[config.mk]
export PLATFORM = sky130hd
export DESIGN_NAME = boot_lock_fuse_access
export DESIGN_NICKNAME = d
export VERILOG_FILES = /design/src/hw/boot_lock_pkg.sv /design/src/hw/boot_lock_fuse_access.sv /design/src/hw/prog_timer.sv
export SDC_FILE = /design/constraint.sdc
export NUM_CORES = 1
export LEC_CHECK = 0
export BUFFER_PORTS_ARGS = -buffer_cell sky130_fd_sc_hd__buf_2
export CAP_MARGIN = 20
export CORE_MARGIN = 5
export CORE_UTILIZATION = 47
export DETAILED_ROUTE_END_ITERATION = 12
export PLACE_DENSITY = 0.82
export REMOVE_ABC_BUFFERS = 1
export SYNTH_ARGS = -nofsm -noshare
export SYNTH_HDL_FRONTEND = slang
export SYNTH_SLANG_ARGS = --single-unit
[constraint.sdc]
create_clock -name CORE_CLK -period 3.5 [get_ports CORE_CLK]
set_input_delay 0.175 -clock CORE_CLK [delete_from_list [all_inputs] [get_ports CORE_CLK]]
set_output_delay 0.175 -clock CORE_CLK [all_outputs]
set_load 0.01 [all_outputs]
[src/hw/boot_lock_pkg.sv]
// Constants and types shared by the boot lock and fuse access block
package boot_lock_pkg;

    // ********************************************************************
    // Bus map
    // ********************************************************************
    localparam logic [7:0] CTRL_OFFSET   = 8'h00;
    localparam logic [7:0] STATUS_OFFSET = 8'h04;

    // ********************************************************************
    // Control/status field positions
    // ********************************************************************
    localparam int EN_BIT       = 0;
    localparam int ERASE_BIT    = 1;
    localparam int PGWR_BIT     = 2;
    localparam int SELECT_BIT   = 3;
    localparam int REENABLE_BIT = 4;
    localparam int BUSYFLAG_BIT = 6;
    localparam logic [4:0] CMD_MASK = 5'h1f;

    // ********************************************************************
    // Command codes in the low five control bits
    // ********************************************************************
    localparam logic [4:0] CMD_LOCK_SET  = 5'h09;
    localparam logic [4:0] CMD_ERASE     = 5'h03;
    localparam logic [4:0] CMD_PAGE_WR   = 5'h05;
    localparam logic [4:0] CMD_REENABLE  = 5'h11;

    // ********************************************************************
    // Z-pointer selectors for lock and fuse read-back
    // ********************************************************************
    localparam logic [15:0] Z_FUSE_LOW  = 16'h0000;
    localparam logic [15:0] Z_LOCK      = 16'h0001;
    localparam logic [15:0] Z_FUSE_EXT  = 16'h0002;
    localparam logic [15:0] Z_FUSE_HIGH = 16'h0003;

    // ********************************************************************
    // Lock byte layout and reset values
    // ********************************************************************
    localparam int LOCK_BOOT_LSB = 2;
    localparam int LOCK_BOOT_MSB = 5;
    localparam logic [5:0] LOCK_MASK_NONE = 6'h3f;
    localparam logic [1:0] LOCK_UNUSED_HI = 2'h3;

    // ********************************************************************
    // Timed windows and programming time
    // ********************************************************************
    localparam logic [2:0] SPM_WINDOW = 3'h4;
    localparam logic [2:0] LPM_WINDOW = 3'h3;
    localparam int CLK_PERIOD_NS    = 20;
    localparam int PROG_MIN_TIME_NS = 3700000;
    localparam int PROG_MAX_TIME_NS = 4500000;
    localparam int PROG_CYCLES      = (PROG_MIN_TIME_NS + CLK_PERIOD_NS - 1) / CLK_PERIOD_NS;
    localparam int PROG_CNT_W       = 18;

    // ********************************************************************
    // Types
    // ********************************************************************
    typedef enum logic [2:0] {
        OP_NONE,
        OP_LOCK_SET,
        OP_ERASE,
        OP_PAGE_WR,
        OP_REENABLE,
        OP_READ_ARMED
    } op_t;

    typedef enum logic [1:0] {
        ST_IDLE,
        ST_ARMED,
        ST_PROG
    } seq_state_t;

endpackage : boot_lock_pkg

[src/hw/boot_lock_fuse_access.sv]
// Self-programming sequencer: boot lock setting, flash write timing, lock and fuse read-back
`timescale 1ns/1ps
`default_nettype none

module boot_lock_fuse_access #(
    parameter int PROG_CYCLES = boot_lock_pkg::PROG_CYCLES
) (
    input  wire logic        CORE_CLK,
    input  wire logic        RST_B,
    input  wire logic        HSEL,
    input  wire logic [31:0] HADDR,
    input  wire logic [1:0]  HTRANS,
    input  wire logic        HWRITE,
    input  wire logic [2:0]  HSIZE,
    input  wire logic [31:0] HWDATA,
    input  wire logic        HREADY,
    output logic             HREADYOUT,
    output logic [31:0]      HRDATA,
    output logic             HRESP,
    input  wire logic        SPM_EXEC,
    input  wire logic        LPM_EXEC,
    input  wire logic [15:0] Z_POINTER,
    input  wire logic [7:0]  GENERAL_REGISTER_ZERO,
    input  wire logic [7:0]  FLASH_READ_BYTE,
    input  wire logic        EEPROM_WRITE_BUSY,
    input  wire logic [5:0]  LOCK_BITS_NV,
    input  wire logic [7:0]  FUSE_LOW_BYTE,
    input  wire logic [7:0]  FUSE_HIGH_BYTE,
    input  wire logic [7:0]  FUSE_EXTENDED_BYTE,
    output logic [7:0]       LPM_DATA,
    output logic             LPM_VALID,
    output logic             FLASH_ERASE_GO,
    output logic             PAGE_WRITE_CMD,
    output logic             FLASH_PROG_BUSY,
    output logic             SECTION_READ_BLOCK,
    output logic [5:0]       LOCK_PROG_MASK,
    output logic             LOCK_PROG_STROBE
);

    typedef struct packed {
        boot_lock_pkg::seq_state_t seq;
        boot_lock_pkg::op_t        op;
        logic [4:0]                cmd;
        logic                      busy_flag;
        logic [2:0]                win;
        logic                      wr_pend;
        logic [7:0]                wr_addr;
        logic                      rd_ok;
        logic [31:0]               rdata;
        logic [7:0]                lpm_data;
        logic                      lpm_valid;
        logic                      erase_go;
        logic                      pgwr_go;
        logic                      prog_busy;
        logic                      read_block;
        logic [5:0]                lock_mask;
        logic                      lock_strobe;
    } core_state_t;

    core_state_t state_reg;
    core_state_t state_next;
    logic        timer_start;
    logic        timer_busy;
    logic        timer_done;

    // ********************************************************************
    // Command decode, used by store-program handling; load-program handling checks the command code
    // ********************************************************************
    function automatic boot_lock_pkg::op_t decode_cmd(input logic [4:0] cmd);
        case (cmd)
            boot_lock_pkg::CMD_LOCK_SET: decode_cmd = boot_lock_pkg::OP_LOCK_SET;
            boot_lock_pkg::CMD_ERASE:    decode_cmd = boot_lock_pkg::OP_ERASE;
            boot_lock_pkg::CMD_PAGE_WR:  decode_cmd = boot_lock_pkg::OP_PAGE_WR;
            boot_lock_pkg::CMD_REENABLE: decode_cmd = boot_lock_pkg::OP_REENABLE;
            default:                     decode_cmd = boot_lock_pkg::OP_NONE;
        endcase
    endfunction : decode_cmd

    // ********************************************************************
    // Flash write timer
    // ********************************************************************
    prog_timer #(
        .CYCLES (PROG_CYCLES)
    ) u_prog_timer (
        .clk   (CORE_CLK),
        .rst_b (RST_B),
        .start (timer_start),
        .busy  (timer_busy),
        .done  (timer_done)
    );

    assign timer_start = (state_reg.seq == boot_lock_pkg::ST_ARMED) && SPM_EXEC && !EEPROM_WRITE_BUSY
                         && (state_reg.op == boot_lock_pkg::OP_LOCK_SET || state_reg.op == boot_lock_pkg::OP_ERASE
                             || state_reg.op == boot_lock_pkg::OP_PAGE_WR);

    // ********************************************************************
    // Sequencer and bus slave
    // ********************************************************************
    always_comb begin
        logic        take;
        logic [7:0]  wbyte;
        logic [7:0]  lock_byte;
        take      = 1'b0;
        wbyte     = 8'h00;
        lock_byte = 8'h00;

        state_next             = state_reg;
        state_next.lpm_valid   = 1'b0;
        state_next.erase_go    = 1'b0;
        state_next.pgwr_go     = 1'b0;
        state_next.lock_strobe = 1'b0;
        state_next.prog_busy   = timer_busy;

        // Bus address phase; zero wait states, read data ready in the data phase
        take = HSEL && HREADY && HTRANS[1];
        state_next.wr_pend = take && HWRITE;
        state_next.rd_ok   = take && !HWRITE;
        if (take) begin
            state_next.wr_addr = HADDR[7:0];
        end
        state_next.rdata = 32'h0000_0000;
        if (take && !HWRITE) begin
            if (HADDR[7:0] == boot_lock_pkg::CTRL_OFFSET) begin
                state_next.rdata[4:0]                        = state_reg.cmd;
                state_next.rdata[boot_lock_pkg::BUSYFLAG_BIT] = state_reg.busy_flag;
            end else if (HADDR[7:0] == boot_lock_pkg::STATUS_OFFSET) begin
                state_next.rdata[1:0] = {EEPROM_WRITE_BUSY, timer_busy};
            end
        end

        // Lock byte image, unused high bits read as unprogrammed
        lock_byte = {boot_lock_pkg::LOCK_UNUSED_HI, LOCK_BITS_NV};

        case (state_reg.seq)
            boot_lock_pkg::ST_IDLE: begin
                // Control writes ignored while an EEPROM write runs or a command is pending
                if (state_reg.wr_pend && state_reg.wr_addr == boot_lock_pkg::CTRL_OFFSET
                    && !EEPROM_WRITE_BUSY) begin
                    wbyte = HWDATA[7:0];
                    if (wbyte[boot_lock_pkg::EN_BIT]) begin
                        state_next.cmd = wbyte[4:0] & boot_lock_pkg::CMD_MASK;
                        state_next.win = boot_lock_pkg::SPM_WINDOW;
                        state_next.seq = boot_lock_pkg::ST_ARMED;
                        state_next.op  = decode_cmd(wbyte[4:0]);
                    end
                end
                if (LPM_EXEC) begin
                    state_next.lpm_data  = FLASH_READ_BYTE;
                    state_next.lpm_valid = 1'b1;
                end
            end
            boot_lock_pkg::ST_ARMED: begin
                state_next.win = state_reg.win - 3'h1;
                if (SPM_EXEC && !EEPROM_WRITE_BUSY && state_reg.op != boot_lock_pkg::OP_NONE) begin
                    case (state_reg.op)
                        boot_lock_pkg::OP_LOCK_SET: begin
                            // Z-pointer is not looked at for this command
                            state_next.lock_mask = {GENERAL_REGISTER_ZERO[boot_lock_pkg::LOCK_BOOT_MSB:
                                                    boot_lock_pkg::LOCK_BOOT_LSB], 2'h3};
                            state_next.seq = boot_lock_pkg::ST_PROG;
                        end
                        boot_lock_pkg::OP_ERASE: begin
                            state_next.erase_go   = 1'b1;
                            state_next.busy_flag  = 1'b1;
                            state_next.read_block = 1'b1;
                            state_next.seq        = boot_lock_pkg::ST_PROG;
                        end
                        boot_lock_pkg::OP_PAGE_WR: begin
                            state_next.pgwr_go    = 1'b1;
                            state_next.busy_flag  = 1'b1;
                            state_next.read_block = 1'b1;
                            state_next.seq        = boot_lock_pkg::ST_PROG;
                        end
                        boot_lock_pkg::OP_REENABLE: begin
                            state_next.busy_flag = 1'b0;
                            state_next.cmd       = 5'h00;
                            state_next.seq       = boot_lock_pkg::ST_IDLE;
                        end
                        default: begin
                            state_next.seq = boot_lock_pkg::ST_ARMED;
                        end
                    endcase
                end else if (LPM_EXEC) begin
                    state_next.lpm_data  = FLASH_READ_BYTE;
                    state_next.lpm_valid = 1'b1;
                    // Armed read only inside the shorter load window
                    if (state_reg.cmd == boot_lock_pkg::CMD_LOCK_SET
                        && state_reg.win > (boot_lock_pkg::SPM_WINDOW - boot_lock_pkg::LPM_WINDOW)
                        && !EEPROM_WRITE_BUSY) begin
                        case (Z_POINTER)
                            boot_lock_pkg::Z_LOCK:      state_next.lpm_data = lock_byte;
                            boot_lock_pkg::Z_FUSE_LOW:  state_next.lpm_data = FUSE_LOW_BYTE;
                            boot_lock_pkg::Z_FUSE_HIGH: state_next.lpm_data = FUSE_HIGH_BYTE;
                            boot_lock_pkg::Z_FUSE_EXT:  state_next.lpm_data = FUSE_EXTENDED_BYTE;
                            default:                    state_next.lpm_data = FLASH_READ_BYTE;
                        endcase
                        state_next.cmd = 5'h00;
                        state_next.op  = boot_lock_pkg::OP_NONE;
                        state_next.seq = boot_lock_pkg::ST_IDLE;
                    end
                end
                // Window closed with nothing done: drop the command untouched
                if (state_reg.win == 3'h1 && state_next.seq == boot_lock_pkg::ST_ARMED) begin
                    state_next.cmd = 5'h00;
                    state_next.op  = boot_lock_pkg::OP_NONE;
                    state_next.seq = boot_lock_pkg::ST_IDLE;
                end
            end
            boot_lock_pkg::ST_PROG: begin
                // Fetch never stalls for lock writes; only page ops block the section
                if (LPM_EXEC) begin
                    state_next.lpm_data  = FLASH_READ_BYTE;
                    state_next.lpm_valid = 1'b1;
                end
                if (timer_done) begin
                    state_next.lock_strobe = (state_reg.op == boot_lock_pkg::OP_LOCK_SET);
                    state_next.read_block  = 1'b0;
                    state_next.cmd         = 5'h00;
                    state_next.op          = boot_lock_pkg::OP_NONE;
                    state_next.seq         = boot_lock_pkg::ST_IDLE;
                end
            end
            default: begin
                state_next.seq = boot_lock_pkg::ST_IDLE;
            end
        endcase

        if (!RST_B) begin
            state_next = '0;
            state_next.seq       = boot_lock_pkg::ST_IDLE;
            state_next.op        = boot_lock_pkg::OP_NONE;
            state_next.prog_busy = timer_busy;
            state_next.lock_mask = boot_lock_pkg::LOCK_MASK_NONE;
            // A running write keeps its target and commits at the end if reset is released before the timer finishes
            if (timer_busy) begin
                state_next.op         = state_reg.op;
                state_next.lock_mask  = state_reg.lock_mask;
                state_next.busy_flag  = state_reg.busy_flag;
                state_next.read_block = state_reg.read_block;
            end
        end else if (timer_done && state_reg.seq != boot_lock_pkg::ST_PROG) begin
            state_next.lock_strobe = (state_reg.op == boot_lock_pkg::OP_LOCK_SET);
            state_next.read_block  = 1'b0;
        end
    end

    always_ff @(posedge CORE_CLK) begin
        state_reg <= state_next;
    end

    // ********************************************************************
    // Outputs
    // ********************************************************************
    assign HREADYOUT          = 1'b1;
    assign HRESP              = 1'b0;
    assign HRDATA             = state_reg.rdata;
    assign LPM_DATA           = state_reg.lpm_data;
    assign LPM_VALID          = state_reg.lpm_valid;
    assign FLASH_ERASE_GO     = state_reg.erase_go;
    assign PAGE_WRITE_CMD     = state_reg.pgwr_go;
    assign FLASH_PROG_BUSY    = state_reg.prog_busy;
    assign SECTION_READ_BLOCK = state_reg.read_block;
    assign LOCK_PROG_MASK     = state_reg.lock_mask;
    assign LOCK_PROG_STROBE   = state_reg.lock_strobe;

endmodule : boot_lock_fuse_access

`default_nettype wire

[src/hw/prog_timer.sv]
// Flash programming timer that survives a reset once started
`timescale 1ns/1ps
`default_nettype none

module prog_timer #(
    parameter int CYCLES = boot_lock_pkg::PROG_CYCLES
) (
    input  wire logic clk,
    input  wire logic rst_b,
    input  wire logic start,
    output logic      busy,
    output logic      done
);

    typedef struct packed {
        logic                                busy;
        logic                                done;
        logic [boot_lock_pkg::PROG_CNT_W-1:0] cnt;
    } timer_state_t;

    timer_state_t state_reg;
    timer_state_t state_next;

    // ********************************************************************
    // Countdown
    // ********************************************************************
    always_comb begin
        state_next      = state_reg;
        state_next.done = 1'b0;
        if (state_reg.busy) begin
            if (state_reg.cnt == '0) begin
                state_next.busy = 1'b0;
                state_next.done = 1'b1;
            end else begin
                state_next.cnt = state_reg.cnt - 1'b1;
            end
        end else if (!rst_b) begin
            state_next = '0;
        end else if (start) begin
            state_next.busy = 1'b1;
            state_next.cnt  = boot_lock_pkg::PROG_CNT_W'(CYCLES - 1);
        end
    end

    // A running write ignores reset so the cells never see a cut pulse
    always_ff @(posedge clk) begin
        state_reg <= state_next;
    end

    assign busy = state_reg.busy;
    assign done = state_reg.done;

endmodule : prog_timer

`default_nettype wire

==> results of run 1 <==
## layer usage
layer / global-route usage (%) / up-vias
met5: 0 / -
met4: 6.95 / 0
met3: 4.55 / 13
met2: 29.8 / 123
met1: 20.4 / 1478
li1: - / 1591
## cell usage in the layout, fill, tap and decap left out, drive strengths merged, types with 3 or more instances in the layout
master	instances
buf	105
edfxtp	27
xnor2	10
inv	13
dfxtp	40
o221ai	3
mux4	6
xor2	7
clkinv	3
nor2	38
ha	8
o21ai	12
nand2b	8
and2	4
mux2	7
nand3	3
nor2b	3
nand3b	4
nor4	12
nor3	16
clkbuf	10
or3	4
nand2	47
a22o	4
a21oi	24
o21a	3
conb	30
a31oi	8
o211ai	3
or4	5
o2111ai	3
## report_power, final
group,switching (µW),internal (µW)
Combinational,265,235
Clock,299,369
Sequential,129,987
## metrics by stage
step           instances  hold slack, ns
4_1_cts              611          0.0604
3_5_place_dp         595           0.435
5_1_grt              611          0.0797
6_report             611          0.0709
3_3_place_gp         595           0.430
2_1_floorplan        385           0.293
## final cells by class
class                      count  area [µm²]
fill                         722        3700
multi-input combinational    305        1940
sequential                    67        1610
clock buffer                  10         149
inverter                      13        48.8
timing repair buffer         105         531
clock inverter                 6        62.6
tap                          105         131
## how the worst max path moves through the flow
stage | startpoint | end | cells past startpoint
CTS | state_reg[75] | u_prog_timer.state_reg[6] | 6
finish | state_reg[75] | u_prog_timer.state_reg[0] | 6
detailed placement | state_reg[75] | u_prog_timer.state_reg[11] | 6
global placement | state_reg[75] | u_prog_timer.state_reg[3] | 6
global route | state_reg[75] | LPM_DATA[6] | 7
floorplan | state_reg[75] | u_prog_timer.state_reg[0] | 5
## worst register-to-register path: cells and delay by family (launching register included)
| family | cells | cell delay (ns) |
|---|---|---|
| simple gates | 1 | 0.61 |
| buf+inv | 3 | 0.58 |
| flops | 1 | 0.38 |
| fa+ha+maj | 1 | 0.38 |
| compound gates | 1 | 0.24 |
## cells by family after synthesis
kind of cell | Yosys count | share of synthesized area (%)
and+or+nand+nor | 156 | 20.5
DFF | 67 | 41.1
buffers and inverters | 76 | 12.2
muxes | 15 | 5.97
adders and majority gates | 8 | 2.55
AOI/OAI and AO/OA | 79 | 13.7
xor gates and xnor gates | 17 | 3.80
other | 2 | 0.192
## synthesized netlist by cell type (3+ instances only)
| cell type | instances |
|---|---|
| buf_4 | 48 |
| nand2_1 | 47 |
| dfxtp_1 | 40 |
| nor2_1 | 38 |
| edfxtp_1 | 27 |
| a21oi_1 | 24 |
| inv_1 | 13 |
| nor3_1 | 13 |
| o21ai_0 | 12 |
| nor4_1 | 11 |
| clkbuf_1 | 10 |
| xnor2_1 | 10 |
| a31oi_1 | 8 |
| ha_1 | 8 |
| nand2b_1 | 8 |
| mux2_2 | 7 |
| xor2_1 | 7 |
| mux4_2 | 6 |
| a22o_1 | 4 |
| and2_1 | 4 |
| nand3b_1 | 4 |
| or3_1 | 4 |
| or4_1 | 4 |
| buf_2 | 3 |
| nand3_1 | 3 |
| nor2b_1 | 3 |
| nor3_2 | 3 |
| o2111ai_1 | 3 |
| o211ai_1 | 3 |
| o21a_1 | 3 |
| o221ai_1 | 3 |
==> impl_metrics.json, run 1 <==
{
  "drt-total-wl_um": 8810,
  "dp_hpwl_um": 6970,
  "rr_startpoint": "state_reg[75]",
  "dieWidth_um": 101,
  "r2r_slack_ns": 1.01,
  "setup_tns_ns": 0,
  "cp.buffers_inverters": 3,
  "cp-end-kind": "register",
  "fin_nets": 648,
  "ys.flop_type": "dfxtp_1",
  "wl_met3_um": 635,
  "ant_nets": 0,
  "clk_latency_ns": 0.35,
  "top_layer_used": "met4",
  "drive_above_1_share_pct": 28.5,
  "rows": 33,
  "track_usage_pct": 17.3,
  "drt-initial-drc-count": 168,
  "grt_pass1_wl_um": 14100,
  "cts_buffer_depth": 2,
  "crit_family": "simple AND/OR/NAND/NOR gates",
  "crit_type": "register to register",
  "rsz0062_at_grt": "no",
  "syn_inst": 420,
  "die_h_um": 101,
  "tightest_slew_ns": 0.853,
  "clock_skew_ns": 0.00767,
  "cts_tree": "built",
  "yosys_warnings": 0,
  "drv_cap": 0,
  "antenna_found_initial": 0,
  "min_to": "state_reg[53]",
  "crit_path_start_kind": "register",
  "utilization_pct": 54.7,
  "vias": 3205,
  "grt_start_max_net_pins": 25,
  "worstPathMaxFanout": 12,
  "ctsHoldBuffers": 0,
  "vias_per_cell": 5.25,
  "status": "finished clean",
  "synthDistinctLibCells": 63,
  "min_from": "HADDR[0]",
  "areaGrowthSynthToFinish_pct": 14.0,
  "wl_per_cell_um": 14.4,
  "r2r_end": "u_prog_timer.state_reg[0]",
  "cts_resized": 0,
  "ys_seq_elements": 67,
  "required_ns": 3.55,
  "synth_top_area_share_pct": 20.7,
  "total_power_uw": 2280,
  "drv_slew": 0,
  "drtPass1Iterations": 4,
  "maxSlewHeadroom_pct": 42.8,
  "hold_viol_final": 0,
  "path_clk_slew_ns": 0.07,
  "synth_edf_count": 27,
  "overflow": 0,
  "dp_slack_ns": 1.03,
  "period_minus_slack_ns": 2.49,
  "p_leak_uw": 0.00185,
  "place_congestion": 0.881,
  "crit_chain": "inv_1 -> ha_1 -> inv_1 -> or4_1 -> a31oi_1 -> buf_4",
  "met1_length_um": 3630,
  "postSynthAreaPerCell_um2": 9.34,
  "setup_viol": 0,
  "dieArea_um2": 10300,
  "fin_crit_sh_pct": 71.2,
  "powerDensity_nw_per_um2": 511,
  "ir_drop_uv": 193,
  "synth_largest_area_cell": "edfxtp_1",
  "diodes": 0,
  "root_buffer": "clkbuf_8",
  "core_area_um2": 8180,
  "ys_seq_area_share_pct": 41.1,
  "htree_levels": 3,
  "cts.sinks": 67,
  "mappedNetlistArea_um2": 3920,
  "finalInstanceArea_um2": 4470,
  "post-cts-setup-buffer-count": 0,
  "hold_depth": 3,
  "path_common_cell": "inv_1",
  "layout_setup_ws_ns": 1.01,
  "ios": 193,
  "slowest_delay_ns": 0.61,
  "drc": 0,
  "grt_pass1_vias": 3112,
  "cts_buffers": 9,
  "met2_length_um": 4380,
  "cpMaxStageDelayCell": "or4_1",
  "ff2ff_path_depth": 6,
  "synthTopCellsByArea": "edfxtp_1 (21%), dfxtp_1 (20%), buf_4 (9.2%), nand2_1 (4.5%), nor2_1 (3.6%)",
  "timing.fmax_mhz": 401,
  "hold_class": "primary input to register",
  "start_util_pct": 48.0,
  "largest_reg_flops": 23,
  "io_buffers": 103,
  "arrival_ns": 2.54,
  "ys_async_sr_fraction_pct": 0,
  "dpl_cell_area_um2": 4260
}
Power figures use the tool's default switching activity.
==> run 2, diff against run 1 <==
--- a/config.mk
+++ b/config.mk
@@ -5,12 +5,13 @@
 export SDC_FILE = /design/constraint.sdc
 export NUM_CORES = 1
 export LEC_CHECK = 0
+export ABC_AREA = 1
 export BUFFER_PORTS_ARGS = -buffer_cell sky130_fd_sc_hd__buf_2
 export CAP_MARGIN = 20
 export CORE_MARGIN = 5
 export CORE_UTILIZATION = 47
 export DETAILED_ROUTE_END_ITERATION = 12
-export PLACE_DENSITY = 0.82
+export PLACE_DENSITY = 0.81
 export REMOVE_ABC_BUFFERS = 1
 export SYNTH_ARGS = -nofsm -noshare
 export SYNTH_HDL_FRONTEND = slang
==> constraint.sdc (replaced) <==
create_clock -name CORE_CLK -period 2.5 [get_ports CORE_CLK]
set_input_delay 0.125 -clock CORE_CLK [delete_from_list [all_inputs] [get_ports CORE_CLK]]
set_output_delay 0.125 -clock CORE_CLK [all_outputs]
set_load 0.01 [all_outputs]
==> impl_metrics.json, run 2 <==
{
  "status": "finished clean",
  "crit_type": "register to register",
  "mostFrequentLayoutCells": "nand2_1 (107), buf_2 (103), inv_1 (72), nor2_1 (65), dfxtp_1 (40)",
  "switching_share_pct": 30.8,
  "drive_above_1_share_pct": 22.9,
  "ff2ff_path_depth": 10,
  "vias_per_cell": 5.00,
  "arrival_ns": 2.22,
  "root_buffer": "clkbuf_8",
  "hold_viol_final": 0,
  "path_clk_slew_ns": 0.07,
  "timing.fmax_mhz": 468,
  "r2r_slack_ns": 0.36,
  "areaGrowthSynthToFinish_pct": 13.4,
  "io_buffers": 103,
  "ir_drop_uv": 367,
  "ys_seq_elements": 67,
  "cts_resized": 0,
  "yosys_warnings": 0,
  "powerDensity_nw_per_um2": 587,
  "drt-initial-drc-count": 239,
  "cts.sinks": 67,
  "grt_pass1_wl_um": 16000,
  "grt_start_max_net_pins": 21,
  "synthTopCellsByArea": "edfxtp_1 (20%), dfxtp_1 (19%), nand2_1 (9.7%), buf_4 (9.2%), inv_1 (6.5%)",
  "maxSlewHeadroom_pct": 59.0,
  "met2_usage_pct": 29.7,
  "cts_tree": "built",
  "required_ns": 2.58,
  "dp_hpwl_um": 7920,
  "die_h_um": 104,
  "synthTopCellsByCount": "nand2_1 (107), inv_1 (72), nor2_1 (65)",
  "rsz0062_at_grt": "no",
  "mappedNetlistArea_um2": 4150,
  "synth.most_common_cell": "nand2_1",
  "tightest_slew_ns": 0.608,
  "start_util_pct": 47.8,
  "ant_nets": 0,
  "postSynthAreaPerCell_um2": 7.44,
  "ys_seq_area_share_pct": 38.8,
  "vias": 3799,
  "cp-end-kind": "register",
  "drv_slew": 0,
  "drv_cap": 0,
  "final_common_cell": "nand2_1",
  "diodes": 0,
  "gr-usage-met3_pct": 4.78,
  "antenna_found_initial": 0,
  "p_comb_share_pct": 21.0,
  "synth_top_area_share_pct": 19.5,
  "place_inst": 744,
  "clk_latency_ns": 0.34,
  "rr_startpoint": "u_prog_timer.state_reg[0]",
  "synthDistinctLibCells": 40,
  "busiest_layer": "met2",
  "switchingPower_uw": 850,
  "startpoint": "u_prog_timer.state_reg[0]",
  "htree_levels": 3,
  "syn_inst": 558,
  "min_to": "LOCK_PROG_MASK[4]",
  "n_fill_cell": 835,
  "clock_skew_ns": 0.00520,
  "setup_viol": 0,
  "grt_pass1_vias": 3609,
  "drt-total-wl_um": 9980,
  "core_area_um2": 8680,
  "largest_reg_flops": 23,
  "seqPwrFrac_pct": 51.0,
  "p_leak_uw": 0.00220,
  "cts_buffers": 9,
  "rows": 34,
  "ys.flop_type": "dfxtp_1",
  "use_met1_pct": 21.5,
  "fin_crit_sh_pct": 85.5,
  "track_usage_pct": 17.7,
  "p_int_uw": 1910,
  "cts_buffer_depth": 2,
  "wl_per_cell_um": 13.1,
  "post-cts-setup-buffer-count": 0,
  "drc": 0,
  "hold_depth": 2,
  "dieWidth_um": 104,
  "final_cells": 760,
  "ios": 193,
  "dieArea_um2": 10800,
  "ys_async_sr_fraction_pct": 0,
  "overflow": 0,
  "hold_class": "primary input to register",
  "worstPathMaxFanout": 18,
  "crit_path_start_kind": "register",
  "synth_edf_count": 27,
  "period_minus_slack_ns": 2.14,
  "p_clk_share_pct": 28.0,
  "setup_tns_ns": 0,
  "min_from": "GENERAL_REGISTER_ZERO[4]",
  "r2r_end": "u_prog_timer.state_reg[12]",
  "ctsHoldBuffers": 0,
  "place_congestion": 0.926,
  "fin_nets": 794,
  "drtPass1Iterations": 5,
  "synth_largest_area_cell": "edfxtp_1"
}
==> run 2: worst max path at each step <==
stage / endpoint / slack [ns]
after floorplan: u_prog_timer.state_reg[0] / 0.24
after global placement: u_prog_timer.state_reg[10] / 0.44
after detailed placement: u_prog_timer.state_reg[10] / 0.36
after CTS: u_prog_timer.state_reg[12] / 0.35
after global routing: u_prog_timer.state_reg[11] / 0.12
final: u_prog_timer.state_reg[12] / 0.36
==> run 2: final cells by class <==
cell class	instances	area (µm²)	area share [%]
Multi-Input combinational cell	387	1960	41.6
Sequential cell	67	1610	34.3
Timing Repair Buffer	108	553	11.8
Inverter	74	278	5.91
Clock buffer	11	141	3.01
Tap cell	108	135	2.87
Clock inverter	5	28.8	0.612
==> run 2: per-stage QoR <==
stage	total power [µW]	cell area [µm²]	hold WS [ns]	util (%)	setup slack, ns
after floorplan	1800	3840	0.228	-	0.243
after global placement	1970	4530	0.393	52.2	0.438
after detailed placement	2000	4530	0.400	52.2	0.358
after CTS	2780	4700	0.0379	54.2	0.346
after global routing	2940	4700	0.0417	54.2	0.123
final	2760	4700	0.0504	54.2	0.362
==> run 2: critical path, cell delays in order, from the launching register on <==
cell and delay (ns):
edfxtp_1 0.43, inv_1 0.10, ha_1 0.18, nand2_1 0.08, nor2_1 0.12, nand2_1 0.14
nor3_2 0.18, nand4_1 0.16, nor3_2 0.21, nor2_1 0.06, buf_4 0.22
==> run 2: cells by family (layout without fill, tap and decap cells) <==
kind of cell	Yosys count	in the layout	share of synthesized area [%]
flip-flops	67	67	38.8
AO/OA/AOI/OAI	73	73	10.5
AND/OR/NAND/NOR	267	267	29.6
XOR/XNOR	9	9	1.90
other	2	30	0.181
adder cells (fa/ha/maj)	8	8	2.41
buffers and inverters	132	198	16.6
==> run 2: power by group through the flow <==
stage | combinational (µW) | clock (µW) | sequential [µW]
after floorplan | 398 | 0 | 1410
after global placement | 549 | 0 | 1420
after detailed placement | 575 | 0 | 1430
after CTS | 577 | 796 | 1410
after global routing | 663 | 848 | 1430
final | 581 | 773 | 1410
==> run 2: routing by layer <==
metal  part of all wire, %  wire length [µm]  vias to the layer above
met5                     0                 0                        -
met4                   2.1               207                        0
met3                   7.9               784                       21
met2                    49              4840                      146
met1                    42              4140                     1713
li1                      -                 -                     1919
